$ cat src/inc/sptp_pkg.sv
// Package for the serial port and test pattern select block
package sptp_pkg;
    // ****************************************
    // Serial frame and control register
    // ****************************************
    localparam int FRAME_BITS = 24;
    localparam int ADDR_POS = 16;
    localparam int ADDR_W = 4;
    localparam int RD_POS = 23;
    localparam logic [3:0] CTRL_ADDR = 4'h0;
    localparam logic [15:0] CTRL_RESET = 16'h0000;
    localparam int PATTERN_BIT = 12;
    localparam int TP_LEN = 4;
    localparam logic [11:0] TP_WORD0 = 12'h000;
    localparam logic [11:0] TP_WORD1 = 12'hfff;
    localparam logic [11:0] TP_WORD2 = 12'h555;
    localparam logic [11:0] TP_WORD3 = 12'haaa;

    typedef struct packed {
        logic sclk;
        logic serial_select_n;
        logic serial_in_line;
        logic extended_control_enable_n;
        logic test_pattern_select;
    } sptp_pins_type;
endpackage : sptp_pkg

$ cat src/core/sptp_core.sv
// Serial configuration port and test pattern output logic
`timescale 1ns/10ps
`default_nettype none

// Contract
// - In extended mode shift serial input bits only while select is low.
// - In extended mode shift output bits only while select is low.
// - Serial output is high impedance whenever select is high.
// - Outside extended mode, pattern pin high drives repeating pattern on outputs.
// - In extended mode pattern pin ignored; control bit 12 enables pattern.
// - Host drives shift clock; bits move on its edges; it may idle low.
// - Serial input is ignored while select is high.
// - Enable pin low enables port; high disables it and resets the control register.
module sptp_core #(
    parameter int DATA_W = 12
) (
    input wire logic ref_clk,
    input wire logic sys_rst,
    input wire sptp_pkg::sptp_pins_type pins,
    input wire logic [DATA_W-1:0] conv_data,
    output logic serial_out_line,
    output logic serial_out_oe_n,
    output logic [DATA_W-1:0] data_out,
    output logic pattern_active,
    output logic [15:0] ctrl_reg_out
);
    // ****************************************
    // Pin synchronisers
    // ****************************************
    sptp_pkg::sptp_pins_type s1_reg, s2_reg, s3_reg;
    always_ff @(posedge ref_clk or posedge sys_rst) begin
        if (sys_rst) begin
            s1_reg <= '0;
            s2_reg <= '0;
            s3_reg <= '0;
        end else begin
            s1_reg <= pins;
            s2_reg <= s1_reg;
            s3_reg <= s2_reg;
        end
    end

    logic ext_mode;
    logic sel;
    logic rise;
    logic fall;
    assign ext_mode = !s2_reg.extended_control_enable_n;
    assign sel = ext_mode && !s2_reg.serial_select_n;
    // Edges found from sampled clock, so link clock must be slow
    assign rise = s2_reg.sclk && !s3_reg.sclk;
    assign fall = !s2_reg.sclk && s3_reg.sclk;

    // ****************************************
    // Shift engine
    // ****************************************
    logic [4:0] cnt_reg, cnt_next;
    logic [23:0] sh_reg, sh_next;
    logic [15:0] ctrl_reg, ctrl_next;
    logic [15:0] out_sh_reg, out_sh_next;
    logic sout_reg, sout_next;
    logic oe_n_reg, oe_n_next;

    // Readback loads after the address bits, ahead of the data bits
    localparam logic [4:0] LOAD_AT =
        5'(sptp_pkg::FRAME_BITS - sptp_pkg::ADDR_POS - 1);
    localparam logic [4:0] LAST_AT = 5'(sptp_pkg::FRAME_BITS - 1);
    // Frame bit n sits one place lower in the shift word at the last rise
    localparam int ADDR_TOP = sptp_pkg::ADDR_POS + 2;

    always_comb begin
        cnt_next = cnt_reg;
        sh_next = sh_reg;
        ctrl_next = ctrl_reg;
        out_sh_next = out_sh_reg;
        sout_next = sout_reg;
        oe_n_next = 1'b1;
        if (!ext_mode) begin
            ctrl_next = sptp_pkg::CTRL_RESET;
            cnt_next = '0;
            sout_next = 1'b0;
        end else if (!sel) begin
            // Deselect aborts a cut frame
            cnt_next = '0;
            sout_next = 1'b0;
        end else begin
            oe_n_next = 1'b0;
            if (rise) begin
                sh_next = {sh_reg[22:0], s2_reg.serial_in_line};
                cnt_next = cnt_reg + 5'd1;
                if (cnt_reg == LOAD_AT) begin
                    out_sh_next = ctrl_reg;
                end
                if (cnt_reg == LAST_AT) begin
                    cnt_next = '0;
                    if (!sh_reg[sptp_pkg::RD_POS - 1] &&
                        sh_reg[ADDR_TOP -: sptp_pkg::ADDR_W]
                        == sptp_pkg::CTRL_ADDR) begin
                        ctrl_next = {sh_reg[14:0], s2_reg.serial_in_line};
                    end
                end
            end
            // Sixteen falls after the load carry the sixteen data bits
            if (fall && cnt_reg > LOAD_AT) begin
                sout_next = out_sh_reg[15];
                out_sh_next = {out_sh_reg[14:0], 1'b0};
            end
        end
    end

    always_ff @(posedge ref_clk or posedge sys_rst) begin
        if (sys_rst) begin
            cnt_reg <= '0;
            sh_reg <= '0;
            ctrl_reg <= sptp_pkg::CTRL_RESET;
            out_sh_reg <= '0;
            sout_reg <= 1'b0;
            oe_n_reg <= 1'b1;
        end else begin
            cnt_reg <= cnt_next;
            sh_reg <= sh_next;
            ctrl_reg <= ctrl_next;
            out_sh_reg <= out_sh_next;
            sout_reg <= sout_next;
            oe_n_reg <= oe_n_next;
        end
    end

    // ****************************************
    // Test pattern
    // ****************************************
    logic tp_en;
    logic [1:0] tp_idx_reg, tp_idx_next;
    logic [DATA_W-1:0] dout_reg, dout_next;
    logic tp_reg, tp_next;
    logic [11:0] tp_word;

    // Pattern restarts from the first word on every entry
    assign tp_en = ext_mode ? ctrl_reg[sptp_pkg::PATTERN_BIT]
                            : s2_reg.test_pattern_select;

    always_comb begin
        tp_word = sptp_pkg::TP_WORD0;
        case (tp_idx_reg)
            2'h0: tp_word = sptp_pkg::TP_WORD0;
            2'h1: tp_word = sptp_pkg::TP_WORD1;
            2'h2: tp_word = sptp_pkg::TP_WORD2;
            2'h3: tp_word = sptp_pkg::TP_WORD3;
            default: tp_word = sptp_pkg::TP_WORD0;
        endcase
        tp_next = tp_en;
        tp_idx_next = tp_en ? tp_idx_reg + 2'h1 : 2'h0;
        dout_next = tp_en ? DATA_W'(tp_word) : conv_data;
    end

    always_ff @(posedge ref_clk or posedge sys_rst) begin
        if (sys_rst) begin
            tp_idx_reg <= 2'h0;
            dout_reg <= '0;
            tp_reg <= 1'b0;
        end else begin
            tp_idx_reg <= tp_idx_next;
            dout_reg <= dout_next;
            tp_reg <= tp_next;
        end
    end

    // ****************************************
    // Outputs
    // ****************************************
    // Every pin comes straight from a flop, so no glitch reaches it
    assign serial_out_line = sout_reg;
    assign serial_out_oe_n = oe_n_reg;
    assign data_out = dout_reg;
    assign pattern_active = tp_reg;
    assign ctrl_reg_out = ctrl_reg;

    // ****************************************
    // Serial port checks
    // ****************************************
    chk_oe_high_sel: assert property (
        @(posedge ref_clk) disable iff (sys_rst)
        s2_reg.serial_select_n |=> serial_out_oe_n)
        else $error("serial output driven while select high");
    chk_ctrl_reset: assert property (
        @(posedge ref_clk) disable iff (sys_rst)
        s2_reg.extended_control_enable_n |=>
        ctrl_reg_out == sptp_pkg::CTRL_RESET)
        else $error("control not reset when port disabled");
    chk_shift_gated: assert property (
        @(posedge ref_clk) disable iff (sys_rst)
        !sel |=> $stable(sh_reg))
        else $error("input shifted while deselected");
    chk_no_sel_cnt: assert property (
        @(posedge ref_clk) disable iff (sys_rst)
        s2_reg.serial_select_n |=> cnt_reg == 5'd0)
        else $error("bit count moved while deselected");
    chk_sdo_gated: assert property (
        @(posedge ref_clk) disable iff (sys_rst)
        (!$stable(serial_out_line) && $past(sel)) |-> $past(fall))
        else $error("output bit changed off falling edge");
    chk_sdo_idle_low: assert property (
        @(posedge ref_clk) disable iff (sys_rst)
        !sel |=> !serial_out_line)
        else $error("serial output not parked low");
    chk_oe_sel_low: assert property (
        @(posedge ref_clk) disable iff (sys_rst)
        sel |=> !serial_out_oe_n)
        else $error("serial output not driven while selected");
    chk_oe_ext_off: assert property (
        @(posedge ref_clk) disable iff (sys_rst)
        !ext_mode |=> serial_out_oe_n)
        else $error("serial output driven with port disabled");
    chk_ctrl_hold: assert property (
        @(posedge ref_clk) disable iff (sys_rst)
        (ext_mode && !sel) |=> $stable(ctrl_reg_out))
        else $error("control changed while deselected");

    // ****************************************
    // Pattern checks
    // ****************************************
    chk_tp_pin: assert property (
        @(posedge ref_clk) disable iff (sys_rst)
        (!ext_mode && s2_reg.test_pattern_select) |=> pattern_active)
        else $error("pattern not entered from pin");
    chk_tp_ecm: assert property (
        @(posedge ref_clk) disable iff (sys_rst)
        ext_mode |=> pattern_active == $past(ctrl_reg[sptp_pkg::PATTERN_BIT]))
        else $error("pattern not following control bit");
    chk_tp_period: assert property (
        @(posedge ref_clk) disable iff (sys_rst)
        (tp_reg && tp_en) ##1 tp_en[*3] |=> data_out == $past(data_out, 4))
        else $error("pattern period not constant");
    chk_dout_conv: assert property (
        @(posedge ref_clk) disable iff (sys_rst)
        !tp_en |=> data_out == $past(conv_data))
        else $error("conversion data not passed through");
    chk_tp_restart: assert property (
        @(posedge ref_clk) disable iff (sys_rst)
        !tp_en |=> tp_idx_reg == 2'h0)
        else $error("pattern index not cleared when idle");
endmodule : sptp_core

`default_nettype wire

$ cat config.mk
export PLATFORM = sky130hd
export DESIGN_NAME = sptp_core
export DESIGN_NICKNAME = d
export VERILOG_FILES = /design/src/inc/sptp_pkg.sv /design/src/core/sptp_core.sv
export SDC_FILE = /design/constraint.sdc
export NUM_CORES = 1
export LEC_CHECK = 0
export ABC_CLOCK_PERIOD_IN_PS = 3200
export BUFFER_PORTS_ARGS = -buffer_cell sky130_fd_sc_hd__buf_2
export CAP_MARGIN = 20
export CORE_MARGIN = 8
export CORE_UTILIZATION = 57
export DETAILED_ROUTE_END_ITERATION = 8
export PLACE_DENSITY = 0.78
export SYNTH_ARGS = -nofsm -noshare
export SYNTH_HDL_FRONTEND = slang
export SYNTH_SLANG_ARGS = --single-unit
$ cat constraint.sdc
create_clock -name ref_clk -period 3.2 [get_ports ref_clk]
set_input_delay 0.32 -clock ref_clk [delete_from_list [all_inputs] [get_ports ref_clk]]
set_output_delay 0.32 -clock ref_clk [all_outputs]
set_load 0.02 [all_outputs]
==> impl_metrics.prom, run 1 <==
# TYPE chip_impl_metric gauge
chip_impl_metric{name="drt_pre_antenna_iters",unit=""} 4
chip_impl_info{name="holdCritPathClass",value="input pin to async pin"} 1
chip_impl_metric{name="swShare",unit="%"} 23.44
chip_impl_metric{name="design.final.nets",unit=""} 349
chip_impl_metric{name="rr_worst_depth",unit=""} 6
chip_impl_info{name="rsz0062_at_grt",value="false"} 1
chip_impl_metric{name="floorplan.io_pins",unit=""} 50
chip_impl_info{name="post_synth_most_frequent_cells",value="sky130_fd_sc_hd__dfrtp_1, sky130_fd_sc_hd__mux2_2, sky130_fd_sc_hd__inv_1"} 1
chip_impl_metric{name="power_density",unit="mW/mm2"} 498.5
chip_impl_metric{name="wl_met3",unit="um"} 525
chip_impl_metric{name="cts_num_sinks",unit=""} 88
chip_impl_metric{name="grt_antenna_before_repair",unit=""} 0
chip_impl_metric{name="syn_area_per_cell",unit="um2"} 13.14
chip_impl_info{name="cts.root.buffer_cell",value="sky130_fd_sc_hd__clkbuf_8"} 1
chip_impl_metric{name="gp_congestion",unit=""} 0.7548
chip_impl_metric{name="port-buffer-count",unit=""} 49
chip_impl_metric{name="syn-instance-count",unit=""} 278
chip_impl_metric{name="post_cts_resized",unit=""} 0
chip_impl_metric{name="pwr-share-comb",unit="%"} 6.1
chip_impl_metric{name="yosys.cell_types.count",unit=""} 37
chip_impl_metric{name="ys.warnings.count",unit=""} 0
chip_impl_metric{name="synth_async_sr_flop_share",unit="%"} 100.0
chip_impl_metric{name="sequential_share_of_power",unit="%"} 57.0
chip_impl_metric{name="tightest_slew",unit="ns"} 0.7778
chip_impl_info{name="crit-reg2reg-launch",value="cnt_reg[0]$_DFFE_PP0P_"} 1
chip_impl_metric{name="layout-area-overhead-vs-synth",unit="%"} 14.25
chip_impl_metric{name="grt_usage",unit="%"} 16.42
chip_impl_metric{name="antenna_cells_inserted",unit=""} 0
chip_impl_metric{name="synth_seq_area_share",unit="%"} 60.33
chip_impl_metric{name="power_report.internal_total",unit="uW"} 1592
chip_impl_info{name="critical_path_launch_point_type",value="flip-flop"} 1
chip_impl_metric{name="grt.overflow.total",unit=""} 0
chip_impl_metric{name="cts_made_buffers",unit=""} 9
chip_impl_metric{name="design.die.area",unit="mm2"} 0.009225
chip_impl_metric{name="postRouteAntennaNets",unit=""} 0
chip_impl_metric{name="clk-insertion-delay-late",unit="ns"} 0.34
chip_impl_metric{name="fin_total_pwr",unit="uW"} 2080
chip_impl_metric{name="number_of_global_route_vias_before_repair",unit=""} 2432
chip_impl_metric{name="cts_max_level",unit=""} 3
chip_impl_info{name="timing.critical_path.to_type",value="flip-flop"} 1
chip_impl_metric{name="grt_start_max_net_pins",unit=""} 47
chip_impl_metric{name="final_layout_size_suffix_gt1_share",unit="%"} 34.14
chip_impl_info{name="timing.rr.end",value="out_sh_reg[13]$_DFFE_PP0P_"} 1
chip_impl_metric{name="routedWlPerCell",unit="um"} 16.77
chip_impl_metric{name="synth.top_cell.area_share",unit="%"} 59.61
chip_impl_metric{name="postCtsSetupBuffers",unit=""} 0
chip_impl_metric{name="rrSetupSlack",unit="ns"} 0.84
chip_impl_metric{name="finalCritPeriodShare",unit="%"} 73.73
chip_impl_info{name="ys.flop_type",value="sky130_fd_sc_hd__dfrtp_1"} 1
chip_impl_metric{name="rows",unit=""} 29
chip_impl_metric{name="slew_violations",unit=""} 0
chip_impl_metric{name="setup_violations",unit=""} 0
chip_impl_metric{name="route.met2.wl",unit="um"} 3200
chip_impl_metric{name="detail_route.drc_violations",unit=""} 0
chip_impl_metric{name="postSynthNetCount",unit=""} 301
chip_impl_metric{name="critPathMaxFanout",unit=""} 17
chip_impl_metric{name="dp.final_hpwl",unit="um"} 4790
chip_impl_info{name="status",value="complete, no violations"} 1
chip_impl_metric{name="timing.final.hold_violations",unit=""} 0
chip_impl_info{name="tritoncts",value="done"} 1
chip_impl_metric{name="pwr-share-clk",unit="%"} 36.9
chip_impl_metric{name="initial_utilization",unit="%"} 58.18
chip_impl_metric{name="routed_wirelength",unit="um"} 6844
chip_impl_metric{name="via_per_inst",unit=""} 5.740
chip_impl_info{name="netlist_top_cells_area",value="sky130_fd_sc_hd__dfrtp_1, sky130_fd_sc_hd__mux2_2, sky130_fd_sc_hd__o311ai_2"} 1
chip_impl_metric{name="mappedNetlistArea",unit="mm2"} 0.003652
chip_impl_metric{name="critPathRequiredTime",unit="ns"} 3.39
chip_impl_metric{name="grt_first_pass_wirelength",unit="um"} 11700
chip_impl_metric{name="critPathArrivalTime",unit="ns"} 2.54
chip_impl_metric{name="routedLengthMet1",unit="um"} 3040
chip_impl_metric{name="setup_total_negative_slack",unit="ns"} 0
chip_impl_metric{name="core-area",unit="mm2"} 0.006277
chip_impl_metric{name="timing.slew.headroom",unit="%"} 48.15
chip_impl_metric{name="ys_seq_elements",unit=""} 88
chip_impl_info{name="synth_top_area_cell",value="sky130_fd_sc_hd__dfrtp_1"} 1
chip_impl_metric{name="detailroute.via_count",unit=""} 2342
chip_impl_metric{name="switching_power",unit="uW"} 487.5
chip_impl_metric{name="max_cap_violations",unit=""} 0
chip_impl_metric{name="worst_clock_skew",unit="ns"} 0.006895
chip_impl_info{name="cp-startpoint",value="cnt_reg[0]$_DFFE_PP0P_"} 1
chip_impl_metric{name="power_leakage",unit="uW"} 0.002054
chip_impl_metric{name="ctsHoldBuffers",unit=""} 0
chip_impl_info{name="highest_layer",value="met4"} 1
chip_impl_info{name="leading_cell_type_by_number_of_instances_after_synthesis",value="sky130_fd_sc_hd__dfrtp_1"} 1
chip_impl_metric{name="finalCriticalPeriod",unit="ns"} 2.359
chip_impl_metric{name="clock_edge_transition_at_the_registers_on_the_reported_setup_and_hold_paths",unit="ns"} 0.08
chip_impl_metric{name="vdd.ir_drop.worst",unit="V"} 0.0004059
chip_impl_metric{name="largest_reg_flops",unit=""} 23
chip_impl_metric{name="number_of_drc_violations_after_detailed_routing_iteration_0",unit=""} 136
chip_impl_metric{name="max_freq",unit="GHz"} 0.4238
chip_impl_metric{name="die_height",unit="um"} 96.05
chip_impl_metric{name="die_width",unit="um"} 96.05
chip_impl_metric{name="number_of_synthesized_flops_with_an_enable_pin",unit=""} 0
chip_impl_info{name="timing.setup.critical_path_class",value="flip-flop to flip-flop"} 1
chip_impl_metric{name="clock_path_buffers",unit=""} 2
power groups by stage:
stage / clock network (uW) / registers (uW) / logic (uW)
4_1_cts: 790 / 1190 / 130
3_5_place_dp: 0 / 1210 / 130
6_report: 767 / 1190 / 127
2_1_floorplan: 0 / 1220 / 71.0
5_1_grt: 836 / 1190 / 143
3_3_place_gp: 0 / 1210 / 126
per-layer routing:
layer	up-vias	GRT usage, %
met2	59	24.35
met5	-	0
li1	1100	-
met4	0	7.298
met3	6	6.006
met1	1177	21.12
worst max path at each step:
| stage | cells past startpoint | slack (ns) | end |
|---|---|---|---|
| after floorplan | 1 | 0.60 | cnt_reg[0]$_DFFE_PP0P_ |
| after global placement | 6 | 0.98 | out_sh_reg[12]$_DFFE_PP0P_ |
| after detailed placement | 6 | 0.85 | out_sh_reg[13]$_DFFE_PP0P_ |
| after CTS | 6 | 0.85 | out_sh_reg[13]$_DFFE_PP0P_ |
| after global routing | 6 | 0.61 | out_sh_reg[13]$_DFFE_PP0P_ |
| final | 6 | 0.84 | out_sh_reg[13]$_DFFE_PP0P_ |
kinds of logic (layout without fill, tap and decap cells):
logic type / after synthesis / count (layout) / share of synthesized area [%]
flip-flops: 88 / 88 / 60.33
AND/OR/NAND/NOR: 58 / 58 / 9.558
AO/OA/AOI/OAI: 59 / 59 / 15.38
multiplexers: 26 / 26 / 7.914
buffers and inverters: 41 / 94 / 4.968
adder cells (fa/ha/maj): 4 / 4 / 1.370
XOR/XNOR: 2 / 2 / 0.4797
critical path, cell delays in order (launching register included):
cell and delay, ns:
sky130_fd_sc_hd__dfrtp_1 0.42, sky130_fd_sc_hd__ha_1 0.26, sky130_fd_sc_hd__nor4bb_2 0.29, sky130_fd_sc_hd__buf_4 0.26, sky130_fd_sc_hd__and2_0 0.53, sky130_fd_sc_hd__buf_4 0.30, sky130_fd_sc_hd__o311ai_0 0.15
placed cells by master, fill, tap and decap left out, drive strengths merged, types with 3 or more instances in the layout:
cell type | Yosys | routed
a21o | 6 | 6
mux2i | 3 | 3
nor2b | 3 | 3
ha | 4 | 4
clkinv | 0 | 3
a22o | 16 | 16
clkbuf | 7 | 10
nor2 | 7 | 7
o211ai | 15 | 15
mux2 | 23 | 23
inv | 22 | 22
o311ai | 15 | 15
nand2 | 15 | 15
buf | 12 | 56
dfrtp | 87 | 87
nand3 | 17 | 17
through the flow:
step / area [um2] / cells / setup slack [ns] / util (%) / hold slack [ns]
final: 4173 / 408 / 0.8406 / 66.47 / 0.06600
after global routing: 4173 / 408 / 0.6128 / 66.47 / 0.04707
after CTS: 4173 / 408 / 0.8461 / 66.47 / 0.05283
after detailed placement: 3968 / 392 / 0.8463 / 63.21 / 0.3365
after global placement: 3968 / 392 / 0.9821 / 63.21 / 0.3324
after floorplan: 3652 / 278 / 0.6031 / - / 0.3312
area by class of cell:
cell class                 instances  area (um2)
fill                             462        2105
multi-input combinational        149        1274
sequential                        88        2203
timing repair buffer              56       310.3
inverter                          22       83.83
tap                               77       96.34
clock inverter                     6       67.56
clock buffer                      10       137.6
Power figures use the tool's default switching activity.
==> run 2: changes to the inputs <==
--- a/config.mk
+++ b/config.mk
@@ -5,13 +5,13 @@
 export SDC_FILE = /design/constraint.sdc
 export NUM_CORES = 1
 export LEC_CHECK = 0
-export ABC_CLOCK_PERIOD_IN_PS = 3200
+export ABC_CLOCK_PERIOD_IN_PS = 1920
 export BUFFER_PORTS_ARGS = -buffer_cell sky130_fd_sc_hd__buf_2
 export CAP_MARGIN = 20
 export CORE_MARGIN = 8
-export CORE_UTILIZATION = 57
+export CORE_UTILIZATION = 51
 export DETAILED_ROUTE_END_ITERATION = 8
-export PLACE_DENSITY = 0.78
+export PLACE_DENSITY = 0.74
 export SYNTH_ARGS = -nofsm -noshare
 export SYNTH_HDL_FRONTEND = slang
 export SYNTH_SLANG_ARGS = --single-unit
==> constraint.sdc (replaced) <==
create_clock -name ref_clk -period 1.92 [get_ports ref_clk]
set_input_delay 0.192 -clock ref_clk [delete_from_list [all_inputs] [get_ports ref_clk]]
set_output_delay 0.192 -clock ref_clk [all_outputs]
set_load 0.02 [all_outputs]
==> impl_metrics.prom, run 2 (synthesis results as in run 1) <==
# TYPE chip_impl_metric gauge
chip_impl_metric{name="die_height",unit="um"} 100.6
chip_impl_metric{name="finalCritPeriodShare",unit="%"} 90.94
chip_impl_metric{name="power_density",unit="mW/mm2"} 784.3
chip_impl_metric{name="number_of_drc_violations_after_detailed_routing_iteration_0",unit=""} 106
chip_impl_info{name="cts.root.buffer_cell",value="sky130_fd_sc_hd__clkbuf_8"} 1
chip_impl_metric{name="initial_utilization",unit="%"} 51.45
chip_impl_metric{name="final_layout_size_suffix_gt1_share",unit="%"} 34.22
chip_impl_metric{name="tightest_slew",unit="ns"} 0.4745
chip_impl_metric{name="grt_start_max_net_pins",unit=""} 72
chip_impl_metric{name="cts_num_sinks",unit=""} 88
chip_impl_metric{name="clock_edge_transition_at_the_registers_on_the_reported_setup_and_hold_paths",unit="ns"} 0.08
chip_impl_metric{name="timing.final.hold_violations",unit=""} 0
chip_impl_metric{name="routed_wirelength",unit="um"} 6737
chip_impl_info{name="holdCritPathClass",value="input pin to flip-flop"} 1
chip_impl_metric{name="drt_pre_antenna_iters",unit=""} 4
chip_impl_metric{name="vdd.ir_drop.worst",unit="V"} 0.0005200
chip_impl_info{name="tritoncts",value="done"} 1
chip_impl_metric{name="grt_first_pass_wirelength",unit="um"} 11740
chip_impl_info{name="rsz0062_at_grt",value="false"} 1
chip_impl_metric{name="critPathMaxFanout",unit=""} 10
chip_impl_metric{name="setup_total_negative_slack",unit="ns"} 0
chip_impl_info{name="mostFrequentLayoutCell",value="sky130_fd_sc_hd__dfrtp_1"} 1
chip_impl_info{name="status",value="complete, no violations"} 1
chip_impl_metric{name="clk-insertion-delay-late",unit="ns"} 0.34
chip_impl_info{name="critical_path_launch_point_type",value="flip-flop"} 1
chip_impl_metric{name="via_per_inst",unit=""} 5.217
chip_impl_metric{name="design.final.nets",unit=""} 359
chip_impl_metric{name="layout-area-overhead-vs-synth",unit="%"} 17.71
chip_impl_metric{name="critPathArrivalTime",unit="ns"} 1.95
chip_impl_metric{name="grt_antenna_before_repair",unit=""} 0
chip_impl_metric{name="largest_reg_flops",unit=""} 23
chip_impl_metric{name="detail_route.drc_violations",unit=""} 0
chip_impl_metric{name="grt.overflow.total",unit=""} 0
chip_impl_metric{name="rows",unit=""} 31
chip_impl_info{name="worst_hold_startpoint",value="conv_data[5]"} 1
chip_impl_info{name="crit-reg2reg-launch",value="cnt_reg[0]$_DFFE_PP0P_"} 1
chip_impl_metric{name="finalCriticalPeriod",unit="ns"} 1.746
chip_impl_metric{name="routedWlPerCell",unit="um"} 15.38
chip_impl_metric{name="dp.final_hpwl",unit="um"} 4796
chip_impl_metric{name="cts_max_level",unit=""} 3
chip_impl_metric{name="cts_made_buffers",unit=""} 9
chip_impl_metric{name="port-buffer-count",unit=""} 49
chip_impl_metric{name="setup_violations",unit=""} 0
chip_impl_metric{name="detailroute.via_count",unit=""} 2285
chip_impl_info{name="timing.setup.critical_path_class",value="flip-flop to flip-flop"} 1
chip_impl_info{name="cp-startpoint",value="cnt_reg[0]$_DFFE_PP0P_"} 1
chip_impl_metric{name="postRouteAntennaNets",unit=""} 0
chip_impl_metric{name="slew_violations",unit=""} 0
chip_impl_metric{name="gp_congestion",unit=""} 0.8091
chip_impl_metric{name="critPathRequiredTime",unit="ns"} 2.13
chip_impl_metric{name="final.fill_count",unit=""} 533
chip_impl_metric{name="postCtsSetupBuffers",unit=""} 0
chip_impl_metric{name="power_leakage",unit="uW"} 0.002099
chip_impl_info{name="final_cell_mix",value="sky130_fd_sc_hd__dfrtp_1, sky130_fd_sc_hd__buf_2, sky130_fd_sc_hd__mux2_2"} 1
chip_impl_metric{name="number_of_global_route_vias_before_repair",unit=""} 2449
chip_impl_metric{name="die_width",unit="um"} 100.6
chip_impl_metric{name="timing.slew.headroom",unit="%"} 68.26
chip_impl_metric{name="antenna_cells_inserted",unit=""} 0
chip_impl_metric{name="floorplan.io_pins",unit=""} 50
chip_impl_metric{name="design.die.area",unit="mm2"} 0.01013
chip_impl_metric{name="clock_path_buffers",unit=""} 2
chip_impl_metric{name="max_cap_violations",unit=""} 0
chip_impl_metric{name="fin_util",unit="%"} 60.57
chip_impl_metric{name="grt_usage",unit="%"} 14.72
chip_impl_metric{name="max_freq",unit="GHz"} 0.5727
chip_impl_info{name="timing.critical_path.to_type",value="flip-flop"} 1
chip_impl_metric{name="core-area",unit="mm2"} 0.007098
chip_impl_metric{name="worst_clock_skew",unit="ns"} 0.01091
==> run 2: cell types whose count changed in the layout (fill, tap and decap cells not counted), moves of 2 or more <==
cell,before,now
sky130_fd_sc_hd__buf_12,1,3
sky130_fd_sc_hd__dlygate4sd3_1,0,6
sky130_fd_sc_hd__buf_4,6,8
sky130_fd_sc_hd__clkinv_2,2,4
==> run 2: worst paths after layout <==
check | to | slack (ns) | cells past startpoint
max | out_sh_reg[2]$_DFFE_PP0P_ | 0.17 | 5
max in group asynchronous | serial_out_oe_n$_DFF_PP1_ | 0.85 | 4
max reg2reg | out_sh_reg[2]$_DFFE_PP0P_ | 0.17 | 5
min in group asynchronous | data_out[5]$_DFF_PP0_ | 0.40 | 3
min reg2reg | s2_reg[4]$_DFF_PP0_ | 0.34 | 0
min | data_out[5]$_DFF_PP0_ | 0.05 | 2
==> run 2: power breakdown <==
group	internal [uW]	leakage [uW]	switching (uW)	total (uW)
sequential	1930	0.00117	53.5	1980
clock	578	0.0000945	589	1170
combinational	98.5	0.000834	126	225
==> run 2: area by class of cell <==
cell class / count / area, um2 / share of cell area (%)
tap: 99 / 123.9 / 2.881
inverter: 22 / 86.33 / 2.008
clock buffer: 9 / 123.9 / 2.881
sequential: 88 / 2203 / 51.25
multi-input combinational: 149 / 1286 / 29.92
clock inverter: 5 / 50.05 / 1.164
timing repair buffer: 66 / 425.4 / 9.895
==> run 2: layer usage <==
layer	track usage (%)	vias up	wire length, um
li1	-	1113	-
met1	18.86	1114	3099
met2	22.01	50	3145
met3	4.282	8	372
met4	7.791	0	119
met5	0	-	0
==> run 2: per-stage QoR <==
stage	worst slack, ns	hold WS [ns]	total power (uW)	area, um2	cells
floorplan	0.2166	0.2234	2144	3656	278
global placement	0.1448	0.2095	2224	4053	418
detailed placement	0.1111	0.2146	2236	4053	418
CTS	0.09339	0.03290	3407	4287	438
global route	0.05269	0.04075	3509	4299	438
finish	0.1740	0.04966	3372	4299	438
==> run 2: critical path, cell delays in order (launching register included) <==
cell and delay, ns:
sky130_fd_sc_hd__dfrtp_1 0.42, sky130_fd_sc_hd__ha_1 0.27, sky130_fd_sc_hd__and4b_1 0.31, sky130_fd_sc_hd__o21a_1 0.25
sky130_fd_sc_hd__buf_4 0.26, sky130_fd_sc_hd__o311ai_2 0.10
==> run 2: timing repair <==
action                                  in CTS  in global routing
resized for setup                            0                  2
hold buffers                                 6                  0
endpoints found under the setup margin       0                 16
endpoints found under the hold margin       22                  0
==> run 3: changes to the inputs <==
--- a/config.mk
+++ b/config.mk
@@ -11,7 +11,8 @@
 export CORE_MARGIN = 8
 export CORE_UTILIZATION = 51
 export DETAILED_ROUTE_END_ITERATION = 8
-export PLACE_DENSITY = 0.74
+export PLACE_DENSITY_LB_ADDON = 0.12
+export RECOVER_POWER = 100
 export SYNTH_ARGS = -nofsm -noshare
 export SYNTH_HDL_FRONTEND = slang
 export SYNTH_SLANG_ARGS = --single-unit
==> impl_metrics.prom, run 3 (synthesis results as in run 1) <==
# TYPE chip_impl_metric gauge
chip_impl_info{name="status",value="complete, no violations"} 1
chip_impl_info{name="timing.critical_path.to_type",value="flip-flop"} 1
chip_impl_metric{name="detail_route.drc_violations",unit=""} 0
chip_impl_metric{name="layout-area-overhead-vs-synth",unit="%"} 15.48
chip_impl_info{name="mostFrequentLayoutCell",value="sky130_fd_sc_hd__dfrtp_1"} 1
chip_impl_metric{name="detailroute.via_count",unit=""} 2318
chip_impl_metric{name="finalCriticalPeriod",unit="ns"} 1.740
chip_impl_metric{name="finalCritPeriodShare",unit="%"} 90.60
chip_impl_metric{name="cts_made_buffers",unit=""} 9
chip_impl_info{name="crit_chain",value="ha_1 -> and4b_1 -> clkbuf_2 -> o21ai_0 -> mux2i_1"} 1
chip_impl_metric{name="cp_slowest_stage_delay",unit="ns"} 0.42
chip_impl_metric{name="cp_num_buf_inv",unit=""} 1
chip_impl_metric{name="grt_start_max_net_pins",unit=""} 26
chip_impl_metric{name="grt_antenna_before_repair",unit=""} 0
chip_impl_metric{name="timing.final.hold_violations",unit=""} 0
chip_impl_metric{name="max_freq",unit="GHz"} 0.5749
chip_impl_info{name="critPathSlowestCell",value="sky130_fd_sc_hd__dfrtp_1"} 1
chip_impl_metric{name="power_density",unit="mW/mm2"} 803.3
chip_impl_metric{name="vdd.ir_drop.worst",unit="V"} 0.0004009
chip_impl_metric{name="design.die.area",unit="mm2"} 0.01013
chip_impl_metric{name="critPathMaxFanout",unit=""} 16
chip_impl_metric{name="postRouteAntennaNets",unit=""} 0
chip_impl_metric{name="setup_total_negative_slack",unit="ns"} 0
chip_impl_info{name="critical_path_launch_point_type",value="flip-flop"} 1
chip_impl_metric{name="number_of_global_route_vias_before_repair",unit=""} 2405
chip_impl_metric{name="ctsHoldBuffers",unit=""} 6
chip_impl_metric{name="worst_clock_skew",unit="ns"} 0.008984
chip_impl_info{name="tritoncts",value="done"} 1
chip_impl_metric{name="grt.overflow.total",unit=""} 0
chip_impl_info{name="timing.setup.critical_path_class",value="flip-flop to flip-flop"} 1
chip_impl_info{name="holdCritPathClass",value="input pin to flip-flop"} 1
chip_impl_metric{name="area.sequential",unit="mm2"} 0.002203
chip_impl_metric{name="timing.slew.headroom",unit="%"} 18.08
chip_impl_metric{name="die_width",unit="um"} 100.6
chip_impl_metric{name="critPathArrivalTime",unit="ns"} 1.97
chip_impl_metric{name="setup_slack",unit="ns"} 0.1805
chip_impl_metric{name="setup_violations",unit=""} 0
chip_impl_metric{name="cts_max_level",unit=""} 3
chip_impl_metric{name="fin_total_pwr",unit="uW"} 3388
chip_impl_metric{name="via_per_inst",unit=""} 5.268
chip_impl_metric{name="post_cts_resized",unit=""} 0
chip_impl_metric{name="core-area",unit="mm2"} 0.007098
chip_impl_metric{name="grt_first_pass_wirelength",unit="um"} 12030
chip_impl_metric{name="dp.final_hpwl",unit="um"} 4699
chip_impl_metric{name="port-buffer-count",unit=""} 49
chip_impl_metric{name="drt_pre_antenna_iters",unit=""} 4
chip_impl_metric{name="clock_edge_transition_at_the_registers_on_the_reported_setup_and_hold_paths",unit="ns"} 0.08
chip_impl_metric{name="power_leakage",unit="uW"} 0.001958
chip_impl_metric{name="initial_utilization",unit="%"} 51.45
chip_impl_info{name="final_cell_mix",value="sky130_fd_sc_hd__dfrtp_1, sky130_fd_sc_hd__clkbuf_1, sky130_fd_sc_hd__mux2_2"} 1
chip_impl_metric{name="postCtsSetupBuffers",unit=""} 0
chip_impl_metric{name="slew_violations",unit=""} 0
chip_impl_metric{name="clk-insertion-delay-late",unit="ns"} 0.35
chip_impl_metric{name="floorplan.io_pins",unit=""} 50
chip_impl_metric{name="routed_wirelength",unit="um"} 6782
chip_impl_metric{name="critPathRequiredTime",unit="ns"} 2.15
chip_impl_metric{name="post-place-ws",unit="ns"} 0.2324
chip_impl_metric{name="final.fill_count",unit=""} 591
chip_impl_metric{name="routedWlPerCell",unit="um"} 15.41
chip_impl_metric{name="multi_input_comb_area",unit="mm2"} 0.001199
chip_impl_metric{name="gp_congestion",unit=""} 0.7742
chip_impl_metric{name="grt_usage",unit="%"} 15.12
chip_impl_metric{name="rows",unit=""} 31
chip_impl_info{name="cts.root.buffer_cell",value="sky130_fd_sc_hd__clkbuf_8"} 1
chip_impl_metric{name="cts_num_sinks",unit=""} 88
chip_impl_metric{name="antenna_cells_inserted",unit=""} 0
chip_impl_metric{name="design.final.nets",unit=""} 361
chip_impl_metric{name="max_cap_violations",unit=""} 0
chip_impl_metric{name="die_height",unit="um"} 100.6
chip_impl_info{name="rsz0062_at_grt",value="false"} 1
chip_impl_info{name="critical-path-top-delay-family",value="flip-flops"} 1
chip_impl_metric{name="clock_path_buffers",unit=""} 2
chip_impl_metric{name="tightest_slew",unit="ns"} 1.222
chip_impl_metric{name="largest_reg_flops",unit=""} 23
chip_impl_metric{name="final_layout_size_suffix_gt1_share",unit="%"} 21.99
chip_impl_metric{name="fin_util",unit="%"} 59.42
chip_impl_metric{name="number_of_drc_violations_after_detailed_routing_iteration_0",unit=""} 94
==> run 3: changes by cell type in the layout (fill, tap and decap cells not counted), moves of 2 or more <==
cell / before / now
sky130_fd_sc_hd__clkbuf_1: 0 / 33
sky130_fd_sc_hd__buf_2: 49 / 18
sky130_fd_sc_hd__buf_4: 8 / 5
sky130_fd_sc_hd__o311ai_0: 6 / 9
sky130_fd_sc_hd__o311ai_1: 0 / 5
sky130_fd_sc_hd__clkinv_2: 4 / 2
sky130_fd_sc_hd__buf_12: 3 / 6
sky130_fd_sc_hd__o311ai_2: 9 / 1
==> run 3: metrics by stage <==
stage / hold slack, ns / cells / instance area, um2
2_1_floorplan: 0.2234 / 278 / 3656
3_3_place_gp: 0.2923 / 420 / 4105
3_5_place_dp: 0.2901 / 420 / 4105
4_1_cts: 0.01867 / 440 / 4340
5_1_grt: 0.01795 / 440 / 4218
6_report: 0.03309 / 440 / 4218
==> run 3: path summary, 6_finish.rpt <==
kind / from / end / slack [ns] / cells after the start
setup / recovery: cnt_reg[0]$_DFFE_PP0P_ / serial_out_line$_DFFE_PP0P_ / 0.18 / 5
hold / removal: conv_data[10] / data_out[10]$_DFF_PP0_ / 0.03 / 3
setup reg to reg: cnt_reg[0]$_DFFE_PP0P_ / serial_out_line$_DFFE_PP0P_ / 0.18 / 5
hold reg to reg: s1_reg[1]$_DFF_PP0_ / s2_reg[1]$_DFF_PP0_ / 0.35 / 0
max in group asynchronous: sys_rst / serial_out_oe_n$_DFF_PP1_ / 0.57 / 4
min in group asynchronous: sys_rst / ctrl_reg_out[3]$_DFFE_PP0P_ / 0.63 / 3
==> run 3: layout make-up <==
| type | instances | area share, % |
|---|---|---|
| tap | 99 | 2.937 |
| timing repair buffer | 68 | 10.26 |
| inverter | 22 | 1.988 |
| multi-input combinational | 149 | 28.42 |
| clock buffer | 10 | 3.026 |
| sequential | 88 | 52.24 |
| clock inverter | 4 | 1.127 |
==> run 3: power breakdown <==
| part | internal (uW) | total, uW | switching, uW |
|---|---|---|---|
| Sequential | 1930 | 1970 | 47.9 |
| Combinational | 98.8 | 223 | 124 |
| Clock | 583 | 1190 | 608 |
==> run 3: worst reg2reg max path: stages, from the launching register on <==
cell	delay, ns
sky130_fd_sc_hd__dfrtp_1	0.42
sky130_fd_sc_hd__ha_1	0.27
sky130_fd_sc_hd__and4b_1	0.30
sky130_fd_sc_hd__clkbuf_2	0.32
sky130_fd_sc_hd__o21ai_0	0.17
sky130_fd_sc_hd__mux2i_1	0.14
==> run 3: metal layers <==
layer	routed length [um]	vias to the layer above	part of all wire, %	global-route usage (%)
li1	-	1129	-	-
met1	3298	1120	49	20.42
met2	2936	58	43	21.04
met3	410	11	6.0	5.041
met4	136	0	2.0	7.674
met5	0	-	0	0
